## config.mk

```make
export PLATFORM = sky130hd
export DESIGN_NAME = timer_compare_output_ctc
export DESIGN_NICKNAME = d
export VERILOG_FILES = /design/src/design/timer_compare_pkg.sv /design/src/design/compare_channel_if.sv /design/src/design/timer_prescaler.sv /design/src/design/compare_output_channel.sv /design/src/design/timer_compare_output_ctc.sv
export VERILOG_INCLUDE_DIRS = /design/src /design/src/design
export SDC_FILE = /design/constraint.sdc
export NUM_CORES = 1
export LEC_CHECK = 0
export ABC_AREA = 1
export ABC_CLOCK_PERIOD_IN_PS = 2490
export BUFFER_PORTS_ARGS = -buffer_cell sky130_fd_sc_hd__buf_2
export CAP_MARGIN = 20
export CORE_UTILIZATION = 25
export DETAILED_ROUTE_END_ITERATION = 16
export HOLD_SLACK_MARGIN = 0.1
export SYNTH_ARGS = -nofsm -noshare
export SYNTH_HDL_FRONTEND = slang
export SYNTH_HIERARCHICAL = 1
export SYNTH_SLANG_ARGS = --single-unit
```

## constraint.sdc

```tcl
create_clock -name clk_in -period 2.49 [get_ports clk_in]
set_input_delay 0.747 -clock clk_in [delete_from_list [all_inputs] [get_ports clk_in]]
set_output_delay 0.747 -clock clk_in [all_outputs]
set_load 0.005 [all_outputs]
```

## src/design/timer_compare_regs.svh

```systemverilog
`ifndef TIMER_COMPARE_REGS_SVH
`define TIMER_COMPARE_REGS_SVH

`define CNT_WIDTH        8
`define CNT_BOTTOM       8'h00
`define CNT_MAX          8'hFF
`define STATE_RESET      1'b0
`define WGM_NORMAL       3'h0
`define WGM_CLEAR_MATCH  3'h2
`define COM_NONE         2'h0
`define COM_TOGGLE       2'h1
`define COM_CLEAR        2'h2
`define COM_SET          2'h3
`define PRESCALE_SEL_W   3
`define PRESCALE_MAX     1024

`endif

```

## src/design/timer_compare_pkg.sv

```systemverilog
package timer_compare_pkg;
   typedef logic [7:0] count_type;
   typedef logic [1:0] com_mode_type;
   typedef logic [2:0] wgm_type;
   typedef enum logic [2:0] {
      clock_stopped,
      clock_div1,
      clock_div8,
      clock_div64,
      clock_div256,
      clock_div1024
   } clock_select_type;
endpackage

```

## src/design/compare_channel_if.sv

```systemverilog
`timescale 1ns/1ps
interface compare_channel_if;
   import timer_compare_pkg::*;
   com_mode_type mode;
   logic         match;
   logic         force_strobe;
   logic         non_pwm;
   logic         state;
   modport owner (output mode, output match, output force_strobe, output non_pwm, input state);
   modport channel (input mode, input match, input force_strobe, input non_pwm, output state);
endinterface

```

## src/design/timer_prescaler.sv

```systemverilog
`timescale 1ns/1ps
`include "timer_compare_regs.svh"
module timer_prescaler
#(
   parameter int DIV_MAX = `PRESCALE_MAX
) (
   input  wire logic                                clk_in,
   input  wire logic                                rst_n_in,
   input  wire timer_compare_pkg::clock_select_type sel_in,
   output logic                                     tick_out
);
   import timer_compare_pkg::*;

   logic [$clog2(DIV_MAX)-1:0] div_q;
   logic                       tap;

   always_ff @(posedge clk_in) begin
      if (!rst_n_in) begin
         div_q <= '0;
      end else begin
         div_q <= div_q + 1'b1;
      end
   end

   // tick one cycle in N: all low bits of the free divider are ones
   always_comb begin
      case (sel_in)
         clock_div1:    tap = 1'b1;
         clock_div8:    tap = &div_q[2:0];
         clock_div64:   tap = &div_q[5:0];
         clock_div256:  tap = &div_q[7:0];
         clock_div1024: tap = &div_q[9:0];
         default:       tap = 1'b0;
      endcase
   end

   assign tick_out = tap;
endmodule

```

## src/design/compare_output_channel.sv

```systemverilog
`timescale 1ns/1ps
`include "timer_compare_regs.svh"
module compare_output_channel
   import timer_compare_pkg::*;
(
   input  wire logic   clk_in,
   input  wire logic   rst_n_in,
   compare_channel_if.channel ch
);
   logic state_q;
   logic state_d;

   always_comb begin
      state_d = state_q;
      if (ch.match || (ch.force_strobe && ch.non_pwm)) begin
         case (ch.mode)
            `COM_TOGGLE: state_d = ~state_q;
            `COM_CLEAR:  state_d = 1'b0;
            `COM_SET:    state_d = 1'b1;
            default:     state_d = state_q;
         endcase
      end
   end

   always_ff @(posedge clk_in) begin
      if (!rst_n_in) begin
         state_q <= `STATE_RESET;
      end else begin
         state_q <= state_d;
      end
   end

   assign ch.state = state_q;
endmodule

```

## src/design/timer_compare_output_ctc.sv

```systemverilog
`timescale 1ns/1ps
`include "timer_compare_regs.svh"
// Behaviour
// RL1 - reset clears both compare output states
// RL2 - nonzero mode field overrides port value
// RL3 - pin drives only when direction selects output
// RL4 - override ignores waveform mode
// RL5 - state settable before pin enabled
// RL6 - mode zero leaves state untouched
// RL7 - new mode acts at next match; force immediate
// RL8 - counting depends only on waveform mode
// RL9 - mode selects set, clear or toggle
// RL10 - normal mode increments, wraps FF to 00
// RL11 - overflow flag set when counter becomes zero; code sets it only on FF to 00 wrap, not on clear or write
// RL12 - interrupt acknowledge clears overflow flag
// RL13 - counter writable anytime in normal mode
// RL14 - compare flags raised in normal mode
// RL15 - clear-on-match clears counter at compare A
// RL16 - compare flag A set at top
// RL17 - unbuffered compare A, missed top wraps
// RL18 - channel A mode one toggles on match
// RL19 - prescale factors 1, 8, 64, 256, 1024
// RL20 - overflow flag set on wrap in clear-on-match
// RL21 - writing one clears a compare flag
// RL22 - counter write beats clear or count
// RL23 - counter write blocks next tick's matches
// RL24 - force updates state, no flag, no clear
// RL25 - counting advances only on prescaled tick
module timer_compare_output_ctc
   import timer_compare_pkg::*;
(
   input  wire logic                           clk_in,
   input  wire logic                           rst_n_in,
   input  wire timer_compare_pkg::clock_select_type clock_select_in,
   input  wire timer_compare_pkg::wgm_type     waveform_mode_select_in,
   input  wire timer_compare_pkg::com_mode_type compare_output_mode_a_in,
   input  wire timer_compare_pkg::com_mode_type compare_output_mode_b_in,
   input  wire logic                           force_compare_strobe_a_in,
   input  wire logic                           force_compare_strobe_b_in,
   input  wire timer_compare_pkg::count_type   compare_value_a_in,
   input  wire timer_compare_pkg::count_type   compare_value_b_in,
   input  wire logic                           counter_write_in,
   input  wire timer_compare_pkg::count_type   counter_write_data_in,
   input  wire logic                           compare_flag_a_clear_in,
   input  wire logic                           compare_flag_b_clear_in,
   input  wire logic                           overflow_flag_clear_in,
   input  wire logic                           compare_a_int_ack_in,
   input  wire logic                           compare_b_int_ack_in,
   input  wire logic                           overflow_int_ack_in,
   input  wire logic                           port_value_a_in,
   input  wire logic                           port_value_b_in,
   input  wire logic                           port_dir_out_a_in,
   input  wire logic                           port_dir_out_b_in,
   output timer_compare_pkg::count_type        counter_value_out,
   output logic                                compare_flag_a_out,
   output logic                                compare_flag_b_out,
   output logic                                overflow_flag_out,
   output logic                                compare_output_state_a_out,
   output logic                                compare_output_state_b_out,
   output logic                                pin_a_out,
   output logic                                pin_a_oe_n_out,
   output logic                                pin_b_out,
   output logic                                pin_b_oe_n_out
);
   import timer_compare_pkg::*;

   count_type counter_value_q;
   count_type counter_value_d;
   logic      block_match_q;
   logic      compare_flag_a_q;
   logic      compare_flag_b_q;
   logic      overflow_flag_q;
   logic      pin_a_q;
   logic      pin_a_oe_n_q;
   logic      pin_b_q;
   logic      pin_b_oe_n_q;
   logic      tick;
   logic      non_pwm;
   logic      ctc_mode;
   logic      match_a;
   logic      match_b;
   logic      wrap;

   compare_channel_if chan_a ();
   compare_channel_if chan_b ();

   timer_prescaler #(
      .DIV_MAX (`PRESCALE_MAX)
   ) prescaler (
      .clk_in   (clk_in),
      .rst_n_in (rst_n_in),
      .sel_in   (clock_select_in),
      .tick_out (tick)
   ); // RL19

   assign ctc_mode = (waveform_mode_select_in == `WGM_CLEAR_MATCH);
   assign non_pwm  = (waveform_mode_select_in == `WGM_NORMAL) || ctc_mode;

   // matches are evaluated only on a tick, and not on the tick after a counter write
   assign match_a = tick && !block_match_q
                    && (counter_value_q == compare_value_a_in); // RL25 RL23
   assign match_b = tick && !block_match_q
                    && (counter_value_q == compare_value_b_in); // RL25 RL23

   // compare A is live, so a value below the count is simply passed and the count wraps
   assign wrap = tick && (counter_value_q == `CNT_MAX) && !(ctc_mode && match_a); // RL17

   always_comb begin
      counter_value_d = counter_value_q;
      if (counter_write_in) begin
         counter_value_d = counter_write_data_in; // RL22 RL13
      end else if (tick) begin
         if (ctc_mode && match_a) begin
            counter_value_d = `CNT_BOTTOM; // RL15
         end else begin
            counter_value_d = counter_value_q + 8'h01; // RL10 RL8
         end
      end
   end

   always_ff @(posedge clk_in) begin
      if (!rst_n_in) begin
         counter_value_q <= `CNT_BOTTOM;
      end else begin
         counter_value_q <= counter_value_d;
      end
   end

   // the block persists until the next tick has been consumed, so a stopped timer keeps it
   always_ff @(posedge clk_in) begin
      if (!rst_n_in) begin
         block_match_q <= 1'b0;
      end else if (counter_write_in) begin
         block_match_q <= 1'b1; // RL23
      end else if (tick) begin
         block_match_q <= 1'b0;
      end
   end

   // flags: hardware set wins over a clear in the same cycle
   always_ff @(posedge clk_in) begin
      if (!rst_n_in) begin
         compare_flag_a_q <= 1'b0;
         compare_flag_b_q <= 1'b0;
      end else begin
         if (match_a) begin
            compare_flag_a_q <= 1'b1; // RL14 RL16
         end else if (compare_flag_a_clear_in || compare_a_int_ack_in) begin
            compare_flag_a_q <= 1'b0; // RL21
         end
         if (match_b) begin
            compare_flag_b_q <= 1'b1; // RL14
         end else if (compare_flag_b_clear_in || compare_b_int_ack_in) begin
            compare_flag_b_q <= 1'b0; // RL21
         end
      end
   end

   always_ff @(posedge clk_in) begin
      if (!rst_n_in) begin
         overflow_flag_q <= 1'b0;
      end else if (wrap && !counter_write_in) begin
         overflow_flag_q <= 1'b1; // RL11 RL20
      end else if (overflow_int_ack_in || overflow_flag_clear_in) begin
         overflow_flag_q <= 1'b0; // RL12
      end
   end

   // mode is read live at each match, so a new value acts on the next match
   assign chan_a.mode         = compare_output_mode_a_in; // RL7
   assign chan_a.match        = match_a; // RL9 RL18 RL6
   assign chan_a.force_strobe = force_compare_strobe_a_in; // RL24
   assign chan_a.non_pwm      = non_pwm;
   assign chan_b.mode         = compare_output_mode_b_in;
   assign chan_b.match        = match_b; // RL9 RL6
   assign chan_b.force_strobe = force_compare_strobe_b_in; // RL24
   assign chan_b.non_pwm      = non_pwm;

   compare_output_channel channel_a (
      .clk_in   (clk_in),
      .rst_n_in (rst_n_in),
      .ch       (chan_a)
   ); // RL1 RL5
   compare_output_channel channel_b (
      .clk_in   (clk_in),
      .rst_n_in (rst_n_in),
      .ch       (chan_b)
   ); // RL1 RL5

   // pin mux sees the state one cycle late, traded for registered outputs
   always_ff @(posedge clk_in) begin
      if (!rst_n_in) begin
         pin_a_q      <= 1'b0;
         pin_b_q      <= 1'b0;
         pin_a_oe_n_q <= 1'b1;
         pin_b_oe_n_q <= 1'b1;
      end else begin
         pin_a_q      <= (|compare_output_mode_a_in) ? chan_a.state : port_value_a_in; // RL2 RL4
         pin_b_q      <= (|compare_output_mode_b_in) ? chan_b.state : port_value_b_in; // RL2 RL4
         pin_a_oe_n_q <= !port_dir_out_a_in; // RL3
         pin_b_oe_n_q <= !port_dir_out_b_in; // RL3
      end
   end

   assign counter_value_out          = counter_value_q;
   assign compare_flag_a_out         = compare_flag_a_q;
   assign compare_flag_b_out         = compare_flag_b_q;
   assign overflow_flag_out          = overflow_flag_q;
   assign compare_output_state_a_out = chan_a.state;
   assign compare_output_state_b_out = chan_b.state;
   assign pin_a_out                  = pin_a_q;
   assign pin_a_oe_n_out             = pin_a_oe_n_q;
   assign pin_b_out                  = pin_b_q;
   assign pin_b_oe_n_out             = pin_b_oe_n_q;
endmodule

```

==> results of run 1 <==
==> Yosys cell counts, drive strengths merged (2+ instances only) <==
| master | count | area [sq um] |
|---|---|---|
| nand2 | 73 | 289.0 |
| nor2 | 43 | 198.9 |
| inv | 37 | 138.9 |
| dfxtp | 28 | 560.5 |
| a21oi | 20 | 115.1 |
| nand3 | 15 | 107.6 |
| nor3 | 9 | 45.04 |
| a22oi | 8 | 60.06 |
| nor3b | 4 | 30.03 |
| o21ai | 4 | 20.02 |
| xor2 | 4 | 35.03 |
| buf | 3 | 17.52 |
| ha | 3 | 37.54 |
| or2 | 3 | 18.77 |
| nand4 | 2 | 12.51 |
| or3b | 2 | 17.52 |
| xnor2 | 2 | 17.52 |
==> worst register-to-register path, cell delays in order, from the launching register on <==
cell,delay [ns]
dfxtp_1,0.39
ha_2,0.21
nand2_1,0.08
nor2_4,0.14
nand3_1,0.10
nand2_1,0.06
inv_1,0.04
nor2_2,0.17
nand2_1,0.10
nor2_1,0.10
nand3_1,0.10
nor3_1,0.16
nand3_1,0.17
inv_1,0.08
inv_1,0.04
nand2_2,0.08
nand2_1,0.05
nand2_1,0.07
a21oi_2,0.05
==> kinds of logic (layout without fill, tap and decap cells) <==
group	count (synthesis)	after routing
simple gates	153	153
buf+inv	41	108
compound gates	34	34
flops	28	28
xor+xnor	6	6
fa+ha+maj	3	3
==> metal layers <==
layer | wire length, um | up-vias | GRT usage [%]
met3 | 199 | 2 | 1.829
met1 | 2108 | 837 | 16.10
met4 | 28 | 0 | 4.091
met2 | 2101 | 43 | 22.18
met5 | 0 | - | 0
li1 | - | 977 | -
==> metrics by stage <==
stage | cells | setup slack (ns) | hold slack [ns] | power [uW] | TNS (ns)
after floorplan | 265 | 0.3665 | 0.4297 | 585.4 | 0
after detailed placement | 424 | 0.02898 | 0.4487 | 665.4 | 0
after global placement | 424 | 0.06034 | 0.4450 | 663.4 | 0
after global routing | 428 | -0.007746 | 0.5081 | 1005 | -0.007746
after CTS | 428 | 0.1605 | 0.4728 | 956.7 | 0
final | 428 | 0.2186 | 0.4717 | 942.5 | 0
==> flip-flops by register name, summed over array words and instances (netlist names) <==
signal / count
block_match_q: 1
compare_flag_a_out: 1
pin_b_oe_n_out: 1
pin_a_oe_n_out: 1
pin_b_out: 1
channel_a/ch.state: 1
compare_flag_b_out: 1
overflow_flag_out: 1
pin_a_out: 1
channel_b/ch.state: 1
prescaler/div_q: 10
counter_value_out: 8
==> area by class of cell <==
class / instances / area share, %
inverters: 37 / 6.153
clock buffers: 4 / 2.439
well taps: 96 / 5.322
multi-input cells: 196 / 46.18
repair buffers: 67 / 15.08
flip-flops and latches: 28 / 24.83
==> timing repair <==
action / CTS / global route
hold endpoints to repair: 0 / 0
setup endpoints to repair: 0 / 6
gates resized for setup: 0 / 3
==> worst max path at each step <==
stage | from | end | slack, ns | cells past startpoint
after floorplan | clock_select_in[0] | channel_a/ch.state | 0.37 | 15
after global placement | clock_select_in[0] | channel_b/ch.state | 0.06 | 17
after detailed placement | clock_select_in[0] | channel_b/ch.state | 0.03 | 17
after CTS | prescaler/div_q[0] | channel_b/ch.state | 0.16 | 18
after global routing | prescaler/div_q[0] | channel_b/ch.state | -0.008 | 18
final | prescaler/div_q[0] | channel_b/ch.state | 0.22 | 18
==> power by group through the flow <==
| stage | clock, uW | sequential, uW | combinational, uW |
|---|---|---|---|
| global placement | 0 | 499 | 165 |
| CTS | 301 | 489 | 167 |
| finish | 287 | 489 | 167 |
| floorplan | 0 | 492 | 93.0 |
| detailed placement | 0 | 499 | 167 |
| global route | 319 | 492 | 193 |
==> out/summary.txt, run 1 <==
Hpwl dp = 3552 um
Logic pwr share = 17.7%
P per Cell Area = 417.6 nW/um^2
Fmax = 440.3 MHz
Max Cap Viol = 0
P_int = 686.0 uW
Initial core utilization = 25.84%
Share of cells above drive strength 1 = 31.93%
Cell chain of the critical path = ha_2, nand2_1, nor2_4, nand3_1, nand2_1, inv_1, nor2_2, nand2_1, nor2_1, nand3_1, nor3_1, nand3_1, inv_1, inv_1, nand2_2, nand2_1, nand2_1, a21oi_2
Crit-path slowest cell = dfxtp_1
Clk slew on worst S/H paths = 0.10 ns
Clock sinks = 28
# Post-CTS Setup Buffers = 0
Gr ovfl total = 0
Final Cell Area = 2257 sq um
Startpoint types = register
Min-delay src = prescaler/div_q[0]
Period utilization = 91.22%
Crit end category = register
Post-synth top flop = dfxtp_1
Initial antenna violation count = 0
FF-to-FF setup slack = 0.22 ns
Worst Setup Path Type = register to register
Syn nets = 317
I/O pin cnt = 66
Leading cell type in the layout, fill and taps excluded = nand2_1
Worst hold path class = register to register
Die area = 7361 sq um
Final Slew Violations = 0
Crit-path most repeated cell = nand2_1
Netlist cell types = 31
Worst path bufs/invs = 3
Fin crit period = 2.271 ns
P_leak = 0.001034 uW
Mapped Area = 1755 sq um
Clock network power share = 30.4%
Area grow syn2layout = 28.58%
Total wire length = 4437 um
Pin count of the biggest net entering global routing = 16
Hold Violations, Final = 0
Sequential standard cell area = 560.5 sq um
CTS Buffer Depth = 2
Switch share = 27.22%
Chip height = 85.80 um
Max VDD drop = 0.2325 mV
Post-synthesis mux area share = 0%
Final setup fails = 0
Commonest cells after routing, fill and taps aside = 67 x nand2_1, 65 x buf_2, 34 x nor2_1, 32 x inv_1, 28 x dfxtp_1
H-tree Lvls = 1
Root buf cell = clkbuf_8
Total global-route track usage = 12.71%
Core ar. = 6794 sq um
Critical-path maximum fanout = 5
Psw = 256.5 uW
Multi-input logic area = 1042 sq um
# diodes = 0
Fill cell count = 747
Port bufs = 65
CTS buffer count = 3
Placed inst area = 2195 sq um
Clk_skew = 0.004901 ns
Synth Register Bits = 28
Area fraction in compound gates after synthesis = 11.90%
Avg Inst Size Synth = 6.624 sq um
Adder-Cell Fraction of Synth Area = 2.138%
Drt via density = 4.343
Synth Area in Simple Gates = 41.91%
DRC = 0
Hold Crit Depth = 1
Register area share after synthesis = 31.93%
ANT nets after route = 0
Finished Core Util = 33.22%
Seq pwr share = 51.8%
Worst r2r dst = channel_b/ch.state
Worst slew pin tran = 0.5009 ns
Mapped Cells = 265
Reg-to-reg startpoint = prescaler/div_q[0]
CTS tree = built
YS warnings = 6
First-pass GRT wire length = 7493 um
Max-slew headroom = 66.53%
Vias in the first global route = 1729
Total number of vias = 1859
DIE WIDTH = 85.80 um
CP peak stage delay = 0.39 ns
Worst EP arrival = 2.45 ns
Status = finished clean
Pre-Repair DR Iteration Count = 4
RePlAce Congestion = 0.8070
Xor/xnor cell area share of the yosys netlist = 2.994%
Reg2reg path depth = 18
Min-Delay Endpoint = prescaler/div_q[0]
Hold-fix buffers, CTS = 0
1st-iter DRT viols = 28
Largest family of logic cells by synthesized area = simple AND/OR/NAND/NOR gates
Nets@finish = 385
Crit path required time = 2.67 ns
CP top delay family = simple AND/OR/NAND/NOR gates
Post-synth EDFFs = 0
Ys async rst share = 0%
Num rows = 30
Worst skew pair latency = 0.28 ns
Per-cell routed wire length = 10.37 um
(Power assumes the default switching activity.)
==> inputs of run 2 (changes only) <==
ABC_CLOCK_PERIOD_IN_PS = 2300   (was 2490)
clock period = 2.3 ns   (was 2.49 ns; I/O delays follow)
==> run 2 against run 1 <==
Net effect: clock skew decreased by 0.0010 ns; sequential share of layout area decreased by 0.41 points; utilization increased by 0.87 points; via count decreased by 2.0%; count of clock-buffer cells in the layout decreased by 1; final cell count increased by 0.47%; flip-flop and latch count unchanged; combinational power increased by 13%.
==> out/summary.txt, run 2 (synthesis gave the netlist of run 1 again) <==
Dpl ws = -0.09295 ns
RePlAce Congestion = 0.8199
H-tree Lvls = 1
Commonest cells after routing, fill and taps aside = 66 x nand2_1, 65 x buf_2, 33 x nor2_1, 32 x inv_1, 26 x dfxtp_1
Finished Core Util = 34.09%
Hold Violations, Final = 0
CTS Buffer Depth = 2
Status = finished clean
Worst Setup Path Type = register to register
Worst slew pin tran = 0.5236 ns
CTS tree = built
Max reg flops = 10
Pin count of the biggest net entering global routing = 15
Fmax = 487.1 MHz
Hold-fix buffers, CTS = 0
Nets@finish = 388
First-pass GRT wire length = 7293 um
Per-cell routed wire length = 10.17 um
Final worst slack = 0.2472 ns
Hpwl dp = 3558 um
Final Slew Violations = 0
Cell chain of the critical path = ha_4, nand3_2, nor2_4, nand2_1, nand2_1, nand2_1, nor2_4, nand2_2, nor2_1, nand3_1, nor3_2, nand3_2, inv_1, inv_1, nand2_2, nand2_1, nand2_1, a21oi_2
Max Cap Viol = 0
Worst skew pair latency = 0.27 ns
P per Cell Area = 426.8 nW/um^2
Total wire length = 4372 um
Fin cells = 430
Clock sinks = 28
Crit-path most repeated cell = nand2_1
Min Hold Slack = 0.4791 ns
Worst path bufs/invs = 2
Total number of vias = 1822
Port bufs = 65
Crit end category = register
Critical-path maximum fanout = 3
Clk slew on worst S/H paths = 0.10 ns
Clk_skew = 0.003887 ns
CTS buffer count = 3
Pre-Repair DR Iteration Count = 4
Vias in the first global route = 1666
Startpoint types = register
# diodes = 0
CP peak stage delay = 0.37 ns
Max-slew headroom = 65.01%
Root buf cell = clkbuf_8
Fin crit period = 2.053 ns
ANT nets after route = 0
Drt via density = 4.237
Worst hold path class = register to register
Crit-path slowest cell = dfxtp_4
CP top delay family = simple AND/OR/NAND/NOR gates
Worst EP arrival = 2.23 ns
DIE WIDTH = 85.80 um
Total global-route track usage = 12.45%
Area grow syn2layout = 31.93%
Share of cells above drive strength 1 = 34.73%
Max VDD drop = 0.1957 mV
Setup TNS = 0 ns
Die area = 7361 sq um
Chip height = 85.80 um
Final setup fails = 0
Period utilization = 89.25%
I/O pin cnt = 66
Gr ovfl total = 0
Dpl cells = 425
DRC = 0
RSZ-0062 raised after global routing = no
Crit path required time = 2.48 ns
Leading cell type in the layout, fill and taps excluded = nand2_1
P_leak = 0.001047 uW
1st-iter DRT viols = 37
Num rows = 30
Initial antenna violation count = 0
Core ar. = 6794 sq um
Top reg by flops = prescaler/div_q
Initial core utilization = 25.84%
## run 2: changes by cell type in the layout (fill, tap and decap cells not counted), sizes merged
| cell | previous run | this run |
|---|---|---|
| clkbuf | 4 | 3 |
| buf | 67 | 70 |
## run 2: final timing paths
path | end | slack (ns) | start | depth (start not counted)
worst max-delay path | channel_b/ch.state | 0.25 | prescaler/div_q[0] | 18
worst min-delay path | block_match_q | 0.48 | block_match_q | 2
worst max register to register | channel_b/ch.state | 0.25 | prescaler/div_q[0] | 18
worst min register to register | block_match_q | 0.48 | block_match_q | 2
## run 2: cell type report
type	count	area (sq um)
inverters	37	138.9
flip-flops and latches	28	565.5
clock buffers	3	41.29
fillers	752	4478
multi-input cells	196	1087
well taps	96	120.1
repair buffers	70	362.8
## run 2: layer usage
layer | wire length [um] | up-vias | share of wire (%) | track usage (%)
met1 | 2068 | 805 | 47 | 15.57
met3 | 120 | 4 | 2.7 | 1.829
met2 | 2121 | 35 | 49 | 21.53
met5 | 0 | - | 0 | 0
li1 | - | 978 | - | -
met4 | 61 | 0 | 1.4 | 4.848
## run 2: tightest hold or removal path, stage by stage (launching register included)
cell and delay [ns]:
dfxtp_1 0.33, nand2_1 0.06, a21oi_1 0.05
## run 2: timing repair
| item | CTS | global route |
|---|---|---|
| setup buffers | 0 | 2 |
| pin swaps | 0 | 6 |
| endpoints found under the hold margin | 0 | 0 |
| endpoints found under the setup margin | 1 | 11 |
| cloned | 0 | 0 |
| gates resized for setup | 1 | 14 |
## run 2: stage by stage
stage | power, uW | area (sq um)
4_1_cts | 1004 | 2246
5_1_grt | 1056 | 2316
2_1_floorplan | 633.8 | 1755
3_3_place_gp | 719.6 | 2202
6_report | 988.4 | 2316
3_5_place_dp | 721.4 | 2202
## run 2: power by group
part | switching, uW | internal (uW)
Clock | 152 | 118
Sequential | 25.5 | 504
Combinational | 98.9 | 90.0
Total | 277 | 712
==> inputs of run 3 (changes only) <==
MAX_ROUTING_LAYER = met4   (was unset)
==> run 3 against run 2 <==
Net effect: hold slack about the same; sequential share of layout area is the same; setup slack barely moved; utilization is the same; combinational power hardly changed; final cell count stayed put; design area did not move; via count unchanged; count of clock-buffer cells in the layout is the same; wire length barely moved; clock skew about the same; critical endpoint unchanged; largest power group unchanged.
==> out/summary.txt, run 3 (synthesis gave the netlist of run 1 again) <==
Status = finished clean
Worst hold path class = register to register
Total global-route track usage = 12.82%
Worst path bufs/invs = 2
Crit-path slowest cell = dfxtp_4
P per Cell Area = 426.8 nW/um^2
Worst skew pair latency = 0.27 ns
Vias in the first global route = 1666
Root buf cell = clkbuf_8
Startpoint types = register
RePlAce Congestion = 0.8322
1st-iter DRT viols = 39
Worst Setup Path Type = register to register
Final setup fails = 0
Leading cell type in the layout, fill and taps excluded = nand2_1
Hpwl dp = 3558 um
Crit-path most repeated cell = nand2_1
Setup TNS = 0 ns
Area grow syn2layout = 31.93%
Total number of vias = 1822
Period utilization = 89.25%
CP startpoint = prescaler/div_q[0]
H-tree Lvls = 1
Core ar. = 6794 sq um
Worst slew pin tran = 0.5236 ns
Per-cell routed wire length = 10.17 um
RSZ-0062 raised after global routing = no
Hold-fix buffers, CTS = 0
Clock sinks = 28
Final Slew Violations = 0
Reg-to-reg startpoint = prescaler/div_q[0]
Final Cell Area = 2316 sq um
Hold Violations, Final = 0
Initial core utilization = 25.84%
Total wire length = 4371 um
Port bufs = 65
CTS Buffer Depth = 2
Fin crit period = 2.053 ns
Cell chain of the critical path = ha_4, nand3_2, nor2_4, nand2_1, nand2_1, nand2_1, nor2_4, nand2_2, nor2_1, nand3_1, nor3_2, nand3_2, inv_1, inv_1, nand2_2, nand2_1, nand2_1, a21oi_2
Top reg by flops = prescaler/div_q
Clk slew on worst S/H paths = 0.10 ns
Clk_skew = 0.003877 ns
Max reg flops = 10
Pin count of the biggest net entering global routing = 15
CTS buffer count = 3
First-pass GRT wire length = 7293 um
Die area = 7361 sq um
Initial antenna violation count = 0
Fmax = 487.1 MHz
Min-delay src = block_match_q
CP peak stage delay = 0.37 ns
Nets@finish = 388
DIE WIDTH = 85.80 um
I/O pin cnt = 66
Gr ovfl total = 0
P_leak = 0.001047 uW
Max VDD drop = 0.1957 mV
# diodes = 0
CP top delay family = simple AND/OR/NAND/NOR gates
Num rows = 30
Max Cap Viol = 0
Pre-Repair DR Iteration Count = 4
Share of cells above drive strength 1 = 34.73%
Commonest cells after routing, fill and taps aside = 66 x nand2_1, 65 x buf_2, 33 x nor2_1, 32 x inv_1, 26 x dfxtp_1
Crit end category = register
CTS tree = built
Crit path required time = 2.48 ns
Chip height = 85.80 um
Max-slew headroom = 65.01%
Critical-path maximum fanout = 3
DRC = 0
Worst EP arrival = 2.23 ns
ANT nets after route = 0
Placed inst area = 2202 sq um
Drt via density = 4.237
==> run 3: worst paths after layout <==
| kind | end | slack [ns] | cells past startpoint |
|---|---|---|---|
| max reg2reg | channel_b/ch.state | 0.25 | 18 |
| min | block_match_q | 0.48 | 2 |
| max | channel_b/ch.state | 0.25 | 18 |
| min reg2reg | block_match_q | 0.48 | 2 |
==> run 3: layout make-up <==
type / count / area [sq um]
timing repair buffer: 70 / 362.8
sequential: 28 / 565.5
inverter: 37 / 138.9
multi-input combinational: 196 / 1087
fill: 752 / 4478
tap: 96 / 120.1
clock buffer: 3 / 41.29
==> run 3: repair_timing <==
item                       in CTS  in global routing
pin swaps                       0                  6
gates resized for setup         1                 14
setup buffers                   0                  2
setup endpoints to repair       1                 11
==> run 3: metal layers <==
layer	GRT usage [%]	vias to the layer above	part of all wire (%)
li1	-	978	-
met1	15.63	805	48
met2	21.53	35	49
met3	1.732	4	2.5
met4	4.848	0	1.4
met5	-	-	0
==> run 3: worst register-to-register path, delay by kind of cell (launching register included) <==
| family | cells | cell delay [ns] |
|---|---|---|
| AND/OR/NAND/NOR | 14 | 1.30 |
| flip-flops | 1 | 0.37 |
| adder cells (fa/ha/maj) | 1 | 0.14 |
| buffers and inverters | 2 | 0.11 |
| AO/OA/AOI/OAI | 1 | 0.05 |
==> run 3: per-stage QoR <==
| step | setup slack [ns] | instances | hold WS [ns] | total power, uW | util (%) |
|---|---|---|---|---|---|
| global route | 0.007278 | 430 | 0.5093 | 1056 | 34.09 |
| CTS | 0.02875 | 428 | 0.4837 | 1004 | 33.06 |
| global placement | -0.01160 | 425 | 0.4447 | 719.6 | 32.41 |
| detailed placement | -0.09295 | 425 | 0.4606 | 721.4 | 32.41 |
| floorplan | 0.2335 | 265 | 0.4297 | 633.8 | - |
| finish | 0.2471 | 430 | 0.4791 | 988.4 | 34.09 |
==> run 3: where the power goes <==
part / total [uW] / internal (uW) / switching (uW)
combinational: 189 / 90.0 / 99.0
sequential: 530 / 504 / 25.5
clock: 270 / 118 / 152
total: 988 / 712 / 277
